**src/design/status_out_pkg.sv**
```systemverilog
// constants for the remote status output encoder
package status_out_pkg;
    // ------------------------------------------------------------
    // widths
    // ------------------------------------------------------------
    localparam int ROBOTS = 16;
    localparam int SEL_W = 5;
    localparam int FUNC_W = 6;
    localparam int ERRNUM_W = 14;
    localparam int BOXES = 15;
    localparam int ALARMS = 9;
    localparam int ADR_W = 8;
    // ------------------------------------------------------------
    // register offsets (byte addresses)
    // ------------------------------------------------------------
    localparam logic [ADR_W-1:0] CTRL_OFS = 8'h00;
    localparam logic [ADR_W-1:0] FUNC_OFS = 8'h04;
    localparam logic [ADR_W-1:0] ERRNUM_OFS = 8'h08;
    localparam logic [ADR_W-1:0] STATUS_OFS = 8'h0C;
    // ------------------------------------------------------------
    // control fields
    // ------------------------------------------------------------
    localparam int CTRL_STARTUP_BIT = 0;
    localparam int CTRL_TEACH_BIT = 1;
    localparam int CTRL_REMOTE_BIT = 2;
    localparam logic [2:0] CTRL_RESET = 3'h0;
    // ------------------------------------------------------------
    // default output positions of the status byte
    // ------------------------------------------------------------
    localparam int POS_READY = 0;
    localparam int POS_RUNNING = 1;
    localparam int POS_PAUSED = 2;
    localparam int POS_ERROR = 3;
    localparam int POS_ESTOP = 4;
    localparam int POS_SAFEGUARD = 5;
    localparam int POS_CRITICAL = 6;
    localparam int POS_WARNING = 7;
    localparam int STATUS_SEL_LSB = 8;
    // ------------------------------------------------------------
    // reset values
    // ------------------------------------------------------------
    localparam logic [SEL_W-1:0] SEL_ALL = 5'h00;
    localparam logic [FUNC_W-1:0] FUNC_RESET = 6'h00;
    localparam logic [ERRNUM_W-1:0] ERRNUM_RESET = 14'h0000;
    localparam logic [31:0] UNMAPPED_DATA = 32'h0000_0000;
endpackage : status_out_pkg

```
**src/design/remote_status_outputs.sv**
```systemverilog
// remote status output encoder with classic wishbone control registers
`timescale 1ns/1ps

// Functional notes
// ready when started up and no task
// running while task runs, off when paused
// paused while any paused task exists
// error latched, cleared by remote reset input
// emergency stop output follows stop condition
// safeguard output follows open safeguard
// critical error sticky until controller reboot
// warning output, tasks keep running
// motors energized for selected robot
// home position for selected robot
// high power for selected robot
// calibration required for selected robot
// recovery required if any robot waits
// recovery in progress if any robot recovers
// command executing while remote command runs
// command rejected when command not accepted
// six bit current main function number
// remote acceptance while inputs accepted
// teach mode output in teach mode
// fourteen bit binary error number
// approach area and plane outputs
// alarm summary when any alarm active
// robot select latched, default all robots
// every output registered, one cycle after the core state inputs
module remote_status_outputs (
    input wire logic mclk_i,
    input wire logic resetn_i,
    // wishbone slave
    input wire logic cyc_i,
    input wire logic stb_i,
    input wire logic we_i,
    input wire logic [status_out_pkg::ADR_W-1:0] adr_i,
    input wire logic [3:0] sel_i,
    input wire logic [31:0] dat_i,
    output logic [31:0] dat_o,
    output logic ack_o,
    // controller core state, same clock
    input wire logic task_running_i,
    input wire logic task_paused_i,
    input wire logic emergency_stop_i,
    input wire logic safeguard_i,
    input wire logic critical_event_i,
    input wire logic warning_i,
    input wire logic [status_out_pkg::ROBOTS-1:0] motor_on_i,
    input wire logic [status_out_pkg::ROBOTS-1:0] at_home_i,
    input wire logic [status_out_pkg::ROBOTS-1:0] power_high_i,
    input wire logic [status_out_pkg::ROBOTS-1:0] calibrated_i,
    input wire logic [status_out_pkg::ROBOTS-1:0] recovery_wait_i,
    input wire logic [status_out_pkg::ROBOTS-1:0] recovery_busy_i,
    input wire logic cmd_busy_i,
    input wire logic cmd_start_i,
    input wire logic cmd_refuse_i,
    input wire logic [status_out_pkg::BOXES-1:0] box_inside_i,
    input wire logic plane_inside_i,
    input wire logic [status_out_pkg::ALARMS-1:0] alarm_i,
    // remote pins from the external master
    input wire logic remote_reset_i,
    input wire logic [status_out_pkg::SEL_W-1:0] robot_select_i,
    input wire logic robot_select_set_i,
    // remote status outputs
    output logic ready_o,
    output logic running_o,
    output logic paused_o,
    output logic error_o,
    output logic emergency_stop_active_o,
    output logic safeguard_open_o,
    output logic critical_error_o,
    output logic warning_o,
    output logic motors_energized_o,
    output logic home_position_o,
    output logic high_power_o,
    output logic calibration_required_o,
    output logic recovery_required_o,
    output logic recovery_in_progress_o,
    output logic command_executing_o,
    output logic command_rejected_o,
    output logic [status_out_pkg::FUNC_W-1:0] current_function_bits_o,
    output logic remote_acceptance_o,
    output logic teach_mode_active_o,
    output logic [status_out_pkg::ERRNUM_W-1:0] error_number_bits_o,
    output logic [status_out_pkg::BOXES-1:0] approach_area_o,
    output logic approach_plane_o,
    output logic alarm_summary_o
);
    import status_out_pkg::*;

    // ------------------------------------------------------------
    // helpers
    // ------------------------------------------------------------
    // pick one robot's bit, or combine all robots when selection is zero
    function automatic logic pick_robot(input logic [ROBOTS-1:0] vec, input logic [SEL_W-1:0] sel,
                                        input logic all_and);
        logic r;
        r = 1'b0;
        if (sel == SEL_ALL) begin
            r = all_and ? (&vec) : (|vec);
        end else begin
            r = vec[4'(sel - 5'h01)];
        end
        return r;
    endfunction : pick_robot

    // ------------------------------------------------------------
    // pin synchronisers
    // ------------------------------------------------------------
    logic [1:0] rst_sync_ff;
    logic rst_prev_ff;
    logic [1:0] set_sync_ff;
    logic set_prev_ff;
    logic [SEL_W-1:0] sel_meta_ff;
    logic [SEL_W-1:0] sel_sync_ff;

    always_ff @(posedge mclk_i or negedge resetn_i) begin
        if (!resetn_i) begin
            rst_sync_ff <= 2'b00;
            rst_prev_ff <= 1'b0;
            set_sync_ff <= 2'b00;
            set_prev_ff <= 1'b0;
            sel_meta_ff <= SEL_ALL;
            sel_sync_ff <= SEL_ALL;
        end else begin
            rst_sync_ff <= {rst_sync_ff[0], remote_reset_i};
            rst_prev_ff <= rst_sync_ff[1];
            set_sync_ff <= {set_sync_ff[0], robot_select_set_i};
            set_prev_ff <= set_sync_ff[1];
            sel_meta_ff <= robot_select_i;
            sel_sync_ff <= sel_meta_ff;
        end
    end

    logic remote_reset_rise;
    logic select_rise;
    assign remote_reset_rise = rst_sync_ff[1] & ~rst_prev_ff;
    assign select_rise = set_sync_ff[1] & ~set_prev_ff;

    // ------------------------------------------------------------
    // wishbone slave
    // ------------------------------------------------------------
    logic [2:0] ctrl_ff;
    logic [FUNC_W-1:0] func_ff;
    logic [ERRNUM_W-1:0] errnum_ff;
    logic [SEL_W-1:0] robot_sel_ff;
    logic ack_ff;
    logic [31:0] dat_ff;
    logic bus_req;
    logic bus_wr;
    logic err_wr;

    assign bus_req = cyc_i & stb_i & ~ack_ff;
    assign bus_wr = bus_req & we_i & sel_i[0];
    assign err_wr = bus_wr & (adr_i == ERRNUM_OFS) & (dat_i[ERRNUM_W-1:0] != ERRNUM_RESET);

    // ack one cycle after the request, dropped the cycle after
    always_ff @(posedge mclk_i or negedge resetn_i) begin
        if (!resetn_i) begin
            ack_ff <= 1'b0;
        end else begin
            ack_ff <= bus_req;
        end
    end

    always_ff @(posedge mclk_i or negedge resetn_i) begin
        if (!resetn_i) begin
            ctrl_ff <= CTRL_RESET;
            func_ff <= FUNC_RESET;
            errnum_ff <= ERRNUM_RESET;
        end else if (bus_wr) begin
            case (adr_i)
                CTRL_OFS: ctrl_ff <= dat_i[2:0];
                FUNC_OFS: func_ff <= dat_i[FUNC_W-1:0];
                ERRNUM_OFS: begin
                    errnum_ff <= dat_i[ERRNUM_W-1:0];
                end
                default: ctrl_ff <= ctrl_ff;
            endcase
        end
    end

    // status byte in its default output positions
    logic [7:0] status_byte;
    always_comb begin
        status_byte = 8'h00;
        status_byte[POS_READY] = ready_o;
        status_byte[POS_RUNNING] = running_o;
        status_byte[POS_PAUSED] = paused_o;
        status_byte[POS_ERROR] = error_o;
        status_byte[POS_ESTOP] = emergency_stop_active_o;
        status_byte[POS_SAFEGUARD] = safeguard_open_o;
        status_byte[POS_CRITICAL] = critical_error_o;
        status_byte[POS_WARNING] = warning_o;
    end

    always_ff @(posedge mclk_i or negedge resetn_i) begin
        if (!resetn_i) begin
            dat_ff <= UNMAPPED_DATA;
        end else if (bus_req) begin
            case (adr_i)
                CTRL_OFS: dat_ff <= {29'h0000_0000, ctrl_ff};
                FUNC_OFS: dat_ff <= {26'h000_0000, func_ff};
                ERRNUM_OFS: dat_ff <= {18'h0_0000, errnum_ff};
                STATUS_OFS: dat_ff <= {19'h0_0000, robot_sel_ff, status_byte};
                default: dat_ff <= UNMAPPED_DATA;
            endcase
        end
    end

    assign ack_o = ack_ff;
    assign dat_o = dat_ff;

    // ------------------------------------------------------------
    // robot selection
    // ------------------------------------------------------------
    // selection survives until changed or until the controller resets
    always_ff @(posedge mclk_i or negedge resetn_i) begin
        if (!resetn_i) begin
            robot_sel_ff <= SEL_ALL;
        end else if (select_rise) begin
            robot_sel_ff <= sel_sync_ff;
        end
    end

    // ------------------------------------------------------------
    // latched conditions
    // ------------------------------------------------------------
    logic error_ff;
    logic critical_ff;
    logic reject_ff;

    // a new error in the reset cycle wins over the clear
    always_ff @(posedge mclk_i or negedge resetn_i) begin
        if (!resetn_i) begin
            error_ff <= 1'b0;
        end else if (err_wr) begin
            error_ff <= 1'b1;
        end else if (remote_reset_rise) begin
            error_ff <= 1'b0;
        end
    end

    // remote reset deliberately ignored: only a reboot clears it
    always_ff @(posedge mclk_i or negedge resetn_i) begin
        if (!resetn_i) begin
            critical_ff <= 1'b0;
        end else if (critical_event_i) begin
            critical_ff <= 1'b1;
        end
    end

    always_ff @(posedge mclk_i or negedge resetn_i) begin
        if (!resetn_i) begin
            reject_ff <= 1'b0;
        end else if (cmd_refuse_i) begin
            reject_ff <= 1'b1;
        end else if (cmd_start_i) begin
            reject_ff <= 1'b0;
        end
    end

    // ------------------------------------------------------------
    // output registers
    // ------------------------------------------------------------
    always_ff @(posedge mclk_i or negedge resetn_i) begin
        if (!resetn_i) begin
            ready_o <= 1'b0;
            running_o <= 1'b0;
            paused_o <= 1'b0;
            warning_o <= 1'b0;
            emergency_stop_active_o <= 1'b0;
            safeguard_open_o <= 1'b0;
        end else begin
            ready_o <= ctrl_ff[CTRL_STARTUP_BIT] & ~task_running_i & ~task_paused_i;
            running_o <= task_running_i & ~task_paused_i;
            paused_o <= task_paused_i;
            warning_o <= warning_i;
            emergency_stop_active_o <= emergency_stop_i;
            safeguard_open_o <= safeguard_i;
        end
    end

    always_ff @(posedge mclk_i or negedge resetn_i) begin
        if (!resetn_i) begin
            error_o <= 1'b0;
            critical_error_o <= 1'b0;
            command_executing_o <= 1'b0;
            command_rejected_o <= 1'b0;
        end else begin
            error_o <= error_ff | err_wr;
            critical_error_o <= critical_ff | critical_event_i;
            command_executing_o <= cmd_busy_i;
            command_rejected_o <= reject_ff | cmd_refuse_i;
        end
    end

    // all-robots view: motors, home, power need every robot; calibration any
    always_ff @(posedge mclk_i or negedge resetn_i) begin
        if (!resetn_i) begin
            motors_energized_o <= 1'b0;
            home_position_o <= 1'b0;
            high_power_o <= 1'b0;
            calibration_required_o <= 1'b0;
            recovery_required_o <= 1'b0;
            recovery_in_progress_o <= 1'b0;
        end else begin
            motors_energized_o <= pick_robot(motor_on_i, robot_sel_ff, 1'b1);
            home_position_o <= pick_robot(at_home_i, robot_sel_ff, 1'b1);
            high_power_o <= pick_robot(power_high_i, robot_sel_ff, 1'b1);
            calibration_required_o <= pick_robot(~calibrated_i, robot_sel_ff, 1'b0);
            recovery_required_o <= |recovery_wait_i;
            recovery_in_progress_o <= |recovery_busy_i;
        end
    end

    always_ff @(posedge mclk_i or negedge resetn_i) begin
        if (!resetn_i) begin
            current_function_bits_o <= FUNC_RESET;
            remote_acceptance_o <= 1'b0;
            teach_mode_active_o <= 1'b0;
            error_number_bits_o <= ERRNUM_RESET;
            approach_area_o <= '0;
            approach_plane_o <= 1'b0;
            alarm_summary_o <= 1'b0;
        end else begin
            current_function_bits_o <= func_ff;
            remote_acceptance_o <= ctrl_ff[CTRL_REMOTE_BIT];
            teach_mode_active_o <= ctrl_ff[CTRL_TEACH_BIT];
            error_number_bits_o <= errnum_ff;
            approach_area_o <= box_inside_i;
            approach_plane_o <= plane_inside_i;
            alarm_summary_o <= |alarm_i;
        end
    end
endmodule : remote_status_outputs

```
**config.mk**
```make
export PLATFORM = sky130hd
export DESIGN_NAME = remote_status_outputs
export DESIGN_NICKNAME = d
export VERILOG_FILES = /design/src/design/status_out_pkg.sv /design/src/design/remote_status_outputs.sv
export SDC_FILE = /design/constraint.sdc
export NUM_CORES = 1
export LEC_CHECK = 0
export ABC_AREA = 1
export ABC_CLOCK_PERIOD_IN_PS = 1750
export BUFFER_PORTS_ARGS = -buffer_cell sky130_fd_sc_hd__buf_4
export CORE_MARGIN = 2
export CORE_UTILIZATION = 41
export CTS_CLUSTER_SIZE = 14
export DETAILED_ROUTE_END_ITERATION = 16
export GPL_TIMING_DRIVEN = 0
export PLACE_DENSITY = 0.78
export SETUP_SLACK_MARGIN = 0.15
export SLEW_MARGIN = 15
export SYNTH_ARGS = -nofsm -noshare
export SYNTH_HDL_FRONTEND = slang
export SYNTH_SLANG_ARGS = --single-unit
```
**constraint.sdc**
```tcl
create_clock -name mclk_i -period 1.75 [get_ports mclk_i]
set_input_delay 0.175 -clock mclk_i [delete_from_list [all_inputs] [get_ports mclk_i]]
set_output_delay 0.175 -clock mclk_i [all_outputs]
set_load 0.02 [all_outputs]
```
==> qor_table.md, run 1 <==
| Metric | Reported | Unit |
|:---|:---|:---|
| Maximum vdd ir drop | 0.000625 | V |
| Largest net degree at the start of global routing | 74 | - |
| Router iterations before antenna repair | 5 | - |
| Hold Crit Class | primary input to flip-flop | - |
| Horiz. Die Dim | 117 | um |
| Post-CTS clock slew at the launch and capture registers of the worst setup and hold paths | 60 | ps |
| Antenna Cells | 0 | - |
| Skew-Pair Late Insertion Delay | 410 | ps |
| Buffer type at the clock tree root | sky130_fd_sc_hd__clkbuf_16 | - |
| Mean area per synthesized cell | 8.82 | um2 |
| Critical R2R Capture | calibration_required_o$_DFF_PN0_ | - |
| Post-Synth Adder-Cell Area | 0.476 | % |
| Crit Reg-Reg Startpoint | robot_sel_ff[0]$_DFFE_PN0P_ | - |
| Multi-input combinational cell area | 1940 | um2 |
| Ratio of cells with drive above 1 in the final layout | 36.3 | % |
| Post-synthesis sequential area ratio | 55.7 | % |
| Residual antenna-violating net count after detailed routing | 0 | - |
| First-pass GRT wire length | 26200 | um |
| Number of CTS-inserted buffers | 17 | - |
| HPWL after detailed placement | 11800 | um |
| Maximum cell stage delay along the critical path | 370 | ps |
| Critical path's slowest cell | sky130_fd_sc_hd__dfrtp_1 | - |
| Top cells by area, synth | sky130_fd_sc_hd__dfrtp_1 (56%), sky130_fd_sc_hd__nand2_1 (12%), sky130_fd_sc_hd__nand3_1 (6.9%) | - |
| Arrival @ worst endpoint | 2020 | ps |
| Die height | 117 | um |
| Psw | 2.18 | mW |
| Launching element type of the critical path | flip-flop | - |
| Number of max-cap violations | 0 | - |
| Fraction of power spent switching nets | 26.5 | % |
| Capture endpoint of the worst hold path | errnum_ff[5]$_DFFE_PN0P_ | - |
| Fraction of the mapped netlist area in simple logic gates | 28.0 | % |
| # rows | 41 | - |
| Place WS | -154 | ps |
| Warnings from Yosys | 0 | - |
| Run status | completed | - |
| Ratio of total power to cell area | 931 | nW/um2 |
| Number of global-route vias before repair | 5496 | - |
| Netlist cell types | 35 | - |
| Total routed wirelength | 17300 | um |
| Cell area after synthesis | 5260 | um2 |
| Cell type contributing the most total cell area after synthesis | sky130_fd_sc_hd__dfrtp_1 | - |
| Internal Dissipation | 6.02 | mW |
| Flop-to-flop setup slack | 20 | ps |
| Fraction of the mapped netlist area in compound gates | 5.04 | % |
| TritonCTS clock tree | done | - |
| Avg WL per Cell | 15.4 | um |
| Worst hold path depth | 3 | - |
| Capturing element type of the critical path | flip-flop | - |
| Part of the power in registers | 35.1 | % |
| Final slew viol count | 0 | - |
| Weighted congestion reported at the end of routability-driven placement | 0.884 | - |
| Fraction of registers with async set or reset after synthesis | 100 | % |
| Die outline area | 13700 | um2 |
| Clock Sinks | 117 | - |
| Top-area cell type share of the netlist area | 55.7 | % |
| Final min period | 1730 | ps |
| CP max FO | 10 | - |
| Hold Violations, Final | 0 | - |
| Starting density of the core | 41.8 | % |
| Data required, critical path | 2030 | ps |
| Leading post-synthesis cells by instance count | sky130_fd_sc_hd__nand2_1 (171), sky130_fd_sc_hd__dfrtp_1 (117), sky130_fd_sc_hd__nand3_1 (73) | - |
| Combinational family with the most area after synthesis | simple AND/OR/NAND/NOR gates | - |
| Maximum count of clock buffers along a single path | 2 | - |
| Startpoint of the most critical hold path | dat_i[5] | - |
| Count of flip-flops with a built-in enable after synthesis | 0 | - |
| Final worst-path cycle share | 98.9 | % |
| Max-slew headroom at the worst pin | 66.4 | % |
| Number of synthesized register bits | 117 | - |
| Cell count of the worst reg-to-reg path | 12 | - |
| Total I/O pin count | 274 | - |
| H-Tree Level Count | 4 | - |
| Minimum hold slack | 8.52 | ps |
| Largest delay contributor family on the critical path | buffers and inverters | - |
| CP startpoint | robot_sel_ff[0]$_DFFE_PN0P_ | - |
| Number of DRC violations after detailed routing | 0 | - |
| CP Cell Sequence | buf_6 > inv_8 > buf_12 > ha_4 > buf_8 > buf_8 > nand3_1 > nand3_1 > nand3_1 > nand2_1 > nand2_1 > nand2_1 | - |
| Post-route clock skew | 7.52 | ps |
| Most repeated cell in the gate-level netlist after synthesis | sky130_fd_sc_hd__nand2_1 | - |
| Slew @ Worst Pin | 503 | ps |
| Via/cell ratio | 4.90 | - |
| Core footprint | 12600 | um2 |
| Area taken by flip-flops and latches | 2930 | um2 |
| Unrepaired setup endpoints after global routing | true | - |
| Total number of vias | 5498 | - |
| Fraction of synthesized cell area in xor and xnor cells | 0.333 | % |
| Number of antenna violations at the first check in global routing | 0 | - |
| I/O Buffers | 234 | - |
| Reported leakage power | 4.62 | nW |
| Final count of negative-setup-slack endpoints | 0 | - |
| Combinational share of power | 20.1 | % |
| Violation count after the first detailed-route iteration | 421 | - |
| Cells after synthesis | 596 | - |
| Number of buffers and inverters on the critical path | 5 | - |
| Post-route setup slack | 19.0 | ps |
| Global route overflow | 0 | - |
| # fillers | 905 | - |
| Achievable Freq | 578 | MHz |
| Synthesis-to-finish area growth | 67.5 | % |
| Flip-flop cell with the highest count after synthesis | sky130_fd_sc_hd__dfrtp_1 | - |
| # nets final | 1126 | - |
| Multiplexer share of the synthesized area | 0 | % |
| Global-route usage over all layers | 25.2 | % |
| Total negative slack | 0 | ps |
| Critical path class | flip-flop to flip-flop | - |
| Clock share of power | 44.8 | % |
-- power by group through the flow --
stage | Sequential, mW | Clock (mW) | Combinational, mW
2_1_floorplan | 3.01 | 0 | 0.630
3_3_place_gp | 2.91 | 0 | 1.36
3_5_place_dp | 2.92 | 0 | 1.38
4_1_cts | 2.87 | 3.73 | 1.57
5_1_grt | 2.88 | 3.86 | 1.79
6_report | 2.88 | 3.67 | 1.65
-- metrics by stage --
stage / std cells / utilization, % / cell area [um2] / total power [mW]
6_report: 1123 / 70.1 / 8810 / 8.20
5_1_grt: 1123 / 70.1 / 8810 / 8.53
4_1_cts: 1121 / 69.6 / 8750 / 8.17
3_5_place_dp: 1020 / 58.8 / 7390 / 4.29
3_3_place_gp: 1019 / 58.6 / 7360 / 4.27
2_1_floorplan: 613 / - / 5390 / 3.64
-- cell usage in the layout, fill, tap and decap left out, types with 4 or more instances in the layout --
master / instances
sky130_fd_sc_hd__o21ai_0: 15
sky130_fd_sc_hd__o21ai_1: 4
sky130_fd_sc_hd__bufinv_16: 4
sky130_fd_sc_hd__clkbuf_16: 18
sky130_fd_sc_hd__buf_4: 262
sky130_fd_sc_hd__inv_1: 70
sky130_fd_sc_hd__buf_8: 4
sky130_fd_sc_hd__conb_1: 18
sky130_fd_sc_hd__nand4_1: 15
sky130_fd_sc_hd__nor4_1: 14
sky130_fd_sc_hd__nor2_1: 21
sky130_fd_sc_hd__nor2_4: 5
sky130_fd_sc_hd__buf_6: 4
sky130_fd_sc_hd__dlygate4sd3_1: 62
sky130_fd_sc_hd__dfrtp_1: 117
sky130_fd_sc_hd__nand2_1: 171
sky130_fd_sc_hd__nor2_2: 4
sky130_fd_sc_hd__o22ai_1: 5
sky130_fd_sc_hd__nand3_1: 68
sky130_fd_sc_hd__a21oi_1: 11
sky130_fd_sc_hd__nand3_2: 5
sky130_fd_sc_hd__nor3_1: 9
sky130_fd_sc_hd__o21ai_2: 6
-- area by class of cell --
class	instances	share of cell area (%)
plain buffers	35	3.56
clock buffers	18	4.87
clock inverters	14	2.27
inverters	74	3.32
multi-input cells	387	22.0
flip-flops and latches	117	33.2
well taps	172	2.44
repair buffers	306	28.3
-- state kept, by name, summed over array words and instances, names as in the netlist, 2 cells and up --
register	cells
approach_area_o	15
ctrl_ff	3
current_function_bits_o	6
dat_o	14
errnum_ff	14
error_number_bits_o	14
func_ff	6
robot_sel_ff	5
rst_sync_ff	2
sel_meta_ff	5
sel_sync_ff	5
set_sync_ff	2
-- cell families after synthesis --
group / after synthesis
AO/OA/AOI/OAI: 45
XOR/XNOR: 2
adder cells (fa/ha/maj): 2
buffers and inverters: 109
flip-flops: 117
other: 1
AND/OR/NAND/NOR: 320
-- worst max path at each step --
stage                                       end  slack (ps)  cells past startpoint
2_1_floorplan  calibration_required_o$_DFF_PN0_         150                     13
3_3_place_gp   calibration_required_o$_DFF_PN0_        -140                     10
3_5_place_dp   calibration_required_o$_DFF_PN0_        -150                     10
4_1_cts        calibration_required_o$_DFF_PN0_          40                     12
5_1_grt        calibration_required_o$_DFF_PN0_         -50                     12
6_report       calibration_required_o$_DFF_PN0_          20                     12
-- worst register-to-register path, cell delays in order (launching register included) --
cell                      delay (ps)
sky130_fd_sc_hd__dfrtp_1         370
sky130_fd_sc_hd__buf_6           130
sky130_fd_sc_hd__inv_8            50
sky130_fd_sc_hd__buf_12          100
sky130_fd_sc_hd__ha_4            190
sky130_fd_sc_hd__buf_8           130
sky130_fd_sc_hd__buf_8           140
sky130_fd_sc_hd__nand3_1         100
sky130_fd_sc_hd__nand3_1         110
sky130_fd_sc_hd__nand3_1         100
sky130_fd_sc_hd__nand2_1          50
sky130_fd_sc_hd__nand2_1          60
sky130_fd_sc_hd__nand2_1          70
-- routing by layer --
| metal | wire [um] | up-vias | global-route usage (%) | share of wire [%] |
|---|---|---|---|---|
| li1 | - | 2574 | - | - |
| met2 | 8780 | 308 | 43.4 | 51 |
| met5 | 0 | - | 0 | 0 |
| met3 | 1660 | 48 | 7.57 | 9.6 |
| met1 | 6360 | 2568 | 29.0 | 37 |
| met4 | 528 | 0 | 11.1 | 3.0 |
-- timing repair --
item | in CTS | in global routing
setup endpoints to repair | 4 | 4
gates cloned | 0 | 1
hold buffers | 62 | 0
pin swaps | 4 | 3
buffers inserted | 7 | 1
hold endpoints to repair | 88 | 0
resized for setup | 10 | 6
Note: power is estimated with default switching activity, not from simulation.
==> inputs of run 2 (changes only) <==
BUFFER_PORTS_ARGS = not set   (was -buffer_cell sky130_fd_sc_hd__buf_4)
CORE_AREA = 2 2 105 107   (was not set)
CORE_MARGIN = not set   (was 2)
CORE_UTILIZATION = not set   (was 41)
CTS_CLUSTER_DIAMETER = 50   (was not set)
DIE_AREA = 0 0 107 109   (was not set)
DONT_BUFFER_PORTS = 1   (was not set)
PLACE_DENSITY = 0.69   (was 0.78)
==> run 2 against run 1 <==
Worst hold slack worse by 640 ps. Worst setup slack better by 14 ps. Die area down 15%. Largest power group unchanged. The flow now finishes with violations (negative hold slack). Critical path depth up 1. Largest cell class unchanged. Core utilization up 0.73 points.
==> qor_table.md, run 2 (synthesized netlist as in run 1, its figures left out) <==
| Metric | Reported | Unit | Delta |
|:---|:---|:---|:---|
| Run status | complete, but fails checks | - |  |
| Violated checks | negative hold slack | - |  |
| Unrepaired setup endpoints after global routing | true | - |  |
| Largest net degree at the start of global routing | 118 | - | +59% |
| Core footprint | 10600 | um2 | -16% |
| Cell count of the worst reg-to-reg path | 13 | - | +1 |
| Hold-fix buffer count after cts | 105 | - | +69% |
| Hold Violations, Final | 117 | - | +117 |
| HPWL after detailed placement | 10500 | um | -11% |
| GRT met2 Usage | 51.7 | % | +8.3 points |
| Die outline area | 11700 | um2 | -15% |
| Total I/O pin count | 274 | - | unchanged |
| Number of global-route vias before repair | 5067 | - | -7.8% |
| Post-Route Utilization | 70.8 | % | +0.73 points |
| Multi-input combinational cell area | 2030 | um2 | +4.7% |
| Reported leakage power | 3.70 | nW | -20% |
| Maximum vdd ir drop | 0.000741 | V | +18% |
| Die height | 109 | um | -7.0% |
| Skew-Pair Late Insertion Delay | 500 | ps | +90 ps |
| Crit Reg-Reg Startpoint | robot_sel_ff[0]$_DFFE_PN0P_ | - |  |
| H-Tree Level Count | 4 | - | unchanged |
| Max FFs per register | 15 | - | unchanged |
| Register with the highest flop count | approach_area_o | - |  |
| Met1 Track Usage GR | 30.9 | % | +2.0 points |
| Router iterations before antenna repair | 6 | - | +1 |
| Avg WL per Cell | 18.3 | um | +19% |
| CP max FO | 8 | - | -2 |
| Weighted congestion reported at the end of routability-driven placement | 0.880 | - | -0.48% |
| Global-route usage over all layers | 28.3 | % | +3.1 points |
| Number of max-cap violations | 0 | - | unchanged |
| Capturing element type of the critical path | flip-flop | - |  |
| Highest-count cells in the layout ignoring fill and taps | sky130_fd_sc_hd__nand2_1 (167), sky130_fd_sc_hd__dfrtp_1 (116), sky130_fd_sc_hd__dlygate4sd3_1 (105) | - |  |
| Critical R2R Capture | home_position_o$_DFF_PN0_ | - |  |
| Final min period | 1720 | ps | -13.7 ps |
| Synthesis-to-finish area growth | 42.8 | % |  |
| Total negative slack | 0 | ps | unchanged |
| Clock Sinks | 117 | - | unchanged |
| Flop-to-flop setup slack | 30 | ps | about the same |
| Critical path class | flip-flop to flip-flop | - |  |
| Achievable Freq | 582 | MHz | +0.80% |
| Global route overflow | 0 | - | unchanged |
| First-pass GRT wire length | 24900 | um | -4.9% |
| Launching element type of the critical path | flip-flop | - |  |
| Horiz. Die Dim | 107 | um | -8.7% |
| Final worst-path cycle share | 98.1 | % | -0.78 points |
| CP startpoint | robot_sel_ff[0]$_DFFE_PN0P_ | - |  |
| Minimum hold slack | -633 | ps | -641 ps |
| Maximum count of clock buffers along a single path | 2 | - | unchanged |
| Total routed wirelength | 16600 | um | -4.3% |
| Number of CTS-inserted buffers | 17 | - | unchanged |
| Final count of negative-setup-slack endpoints | 0 | - | unchanged |
| Violation count after the first detailed-route iteration | 641 | - | +52% |
| Busiest grt layer | met2 | - |  |
| Total number of vias | 4942 | - | -10% |
| Post-Place Cells | 753 | - | -26% |
| Residual antenna-violating net count after detailed routing | 0 | - | unchanged |
| Leading cell type in the layout, fill and taps excluded | sky130_fd_sc_hd__nand2_1 | - |  |
| # fillers | 753 | - | -17% |
| Via/cell ratio | 5.46 | - | +12% |
| Number of DRC violations after detailed routing | 0 | - | unchanged |
| # nets final | 940 | - | -17% |
| Post-route non-filler standard cell count | 905 | - | -19% |
| I/O Buffers | 0 | - | -100% |
| TritonCTS clock tree | done | - |  |
| Antenna Cells | 0 | - | unchanged |
| Met3 global-route usage | 8.73 | % | +1.2 points |
| Post-route clock skew | 5.53 | ps | -1.99 ps |
| Data required, critical path | 2130 | ps | +100 ps |
| Post-CTS clock slew at the launch and capture registers of the worst setup and hold paths | 60 | ps | about the same |
| Starting density of the core | 49.6 | % | +7.8 points |
| # rows | 38 | - | -7.3% |
| Ratio of total power to cell area | 1010 | nW/um2 | +9.0% |
| Area taken by flip-flops and latches | 2930 | um2 | about the same |
| Hold Crit Class | primary input to async pin | - |  |
| Final slew viol count | 0 | - | unchanged |
| Number of antenna violations at the first check in global routing | 0 | - | unchanged |
| Ratio of cells with drive above 1 in the final layout | 17.8 | % | -18 points |
| Arrival @ worst endpoint | 2100 | ps | +80 ps |
| Buffer type at the clock tree root | sky130_fd_sc_hd__clkbuf_8 | - |  |
| Critical path endpoint | home_position_o$_DFF_PN0_ | - |  |
run 2: cell count changes in the layout (fill, tap and decap cells not counted), moves of 2 or more:
cell,delta
sky130_fd_sc_hd__dlygate4sd3_1,+43
sky130_fd_sc_hd__inv_8,+2
sky130_fd_sc_hd__clkbuf_16,-2
sky130_fd_sc_hd__clkinv_4,+2
sky130_fd_sc_hd__nand2_1,-4
sky130_fd_sc_hd__bufinv_16,-2
sky130_fd_sc_hd__nand3_1,-15
sky130_fd_sc_hd__clkinvlp_4,-2
sky130_fd_sc_hd__buf_4,-228
sky130_fd_sc_hd__nand3_2,+15
sky130_fd_sc_hd__nand2_2,+3
run 2: per-layer routing:
layer,wire length [um],up-vias
li1,-,2198
met1,5750,2325
met2,8570,356
met3,1660,63
met4,598,0
met5,0,-
run 2: layout make-up:
type                            count  share of cell area, %
Buffer                             35                   4.18
Sequential cell                   117                   39.0
Timing Repair Buffer              120                   15.8
Multi-Input combinational cell    387                   27.0
Tap cell                          140                   2.33
Clock buffer                       17                   5.51
Clock inverter                     15                   2.27
Inverter                           74                   3.90
run 2: worst min path at each step:
stage,start,endpoint,slack [ps],depth (start not counted)
6_report,resetn_i,calibration_required_o$_DFF_PN0_,-630,0
5_1_grt,resetn_i,ctrl_ff[0]$_DFFE_PN0P_,-670,0
4_1_cts,resetn_i,critical_ff$_DFFE_PN0P_,-650,0
3_5_place_dp,resetn_i,critical_ff$_DFFE_PN0P_,-120,0
3_3_place_gp,resetn_i,calibration_required_o$_DFF_PN0_,-120,0
2_1_floorplan,resetn_i,ack_o$_DFF_PN0_,-120,0
run 2: worst max-delay path, cell delays in order, from the launching register on:
cell	delay (ps)
sky130_fd_sc_hd__dfrtp_1	340
sky130_fd_sc_hd__buf_6	120
sky130_fd_sc_hd__inv_8	30
sky130_fd_sc_hd__buf_12	120
sky130_fd_sc_hd__ha_4	250
sky130_fd_sc_hd__buf_8	110
sky130_fd_sc_hd__inv_8	50
sky130_fd_sc_hd__buf_8	130
sky130_fd_sc_hd__nand3_2	80
sky130_fd_sc_hd__nand3_2	70
sky130_fd_sc_hd__nand3_2	70
sky130_fd_sc_hd__nand2_1	60
sky130_fd_sc_hd__nand2_1	70
sky130_fd_sc_hd__nand2_1	70
run 2: timing repair:
action,in CTS,in global routing
pin swaps,16,11
setup endpoints to repair,5,27
gates cloned,1,0
hold endpoints to repair,184,117
setup buffers,10,4
gates resized for setup,26,12
run 2: power by group:
group          switching, mW  total, mW  internal [mW]
clock network           1.31       3.37           2.06
registers              0.162       2.99           2.82
logic                  0.673       1.26          0.589
run 2: metrics by stage:
step | area [um2] | total power, mW | hold WS [ps] | worst slack (ps)
5_1_grt | 7510 | 7.91 | -670 | -37.4
2_1_floorplan | 5390 | 3.64 | -121 | 146
6_report | 7510 | 7.62 | -633 | 32.7
3_3_place_gp | 5570 | 3.79 | -118 | -173
4_1_cts | 7430 | 7.56 | -655 | 85.0
3_5_place_dp | 5570 | 3.81 | -117 | -230
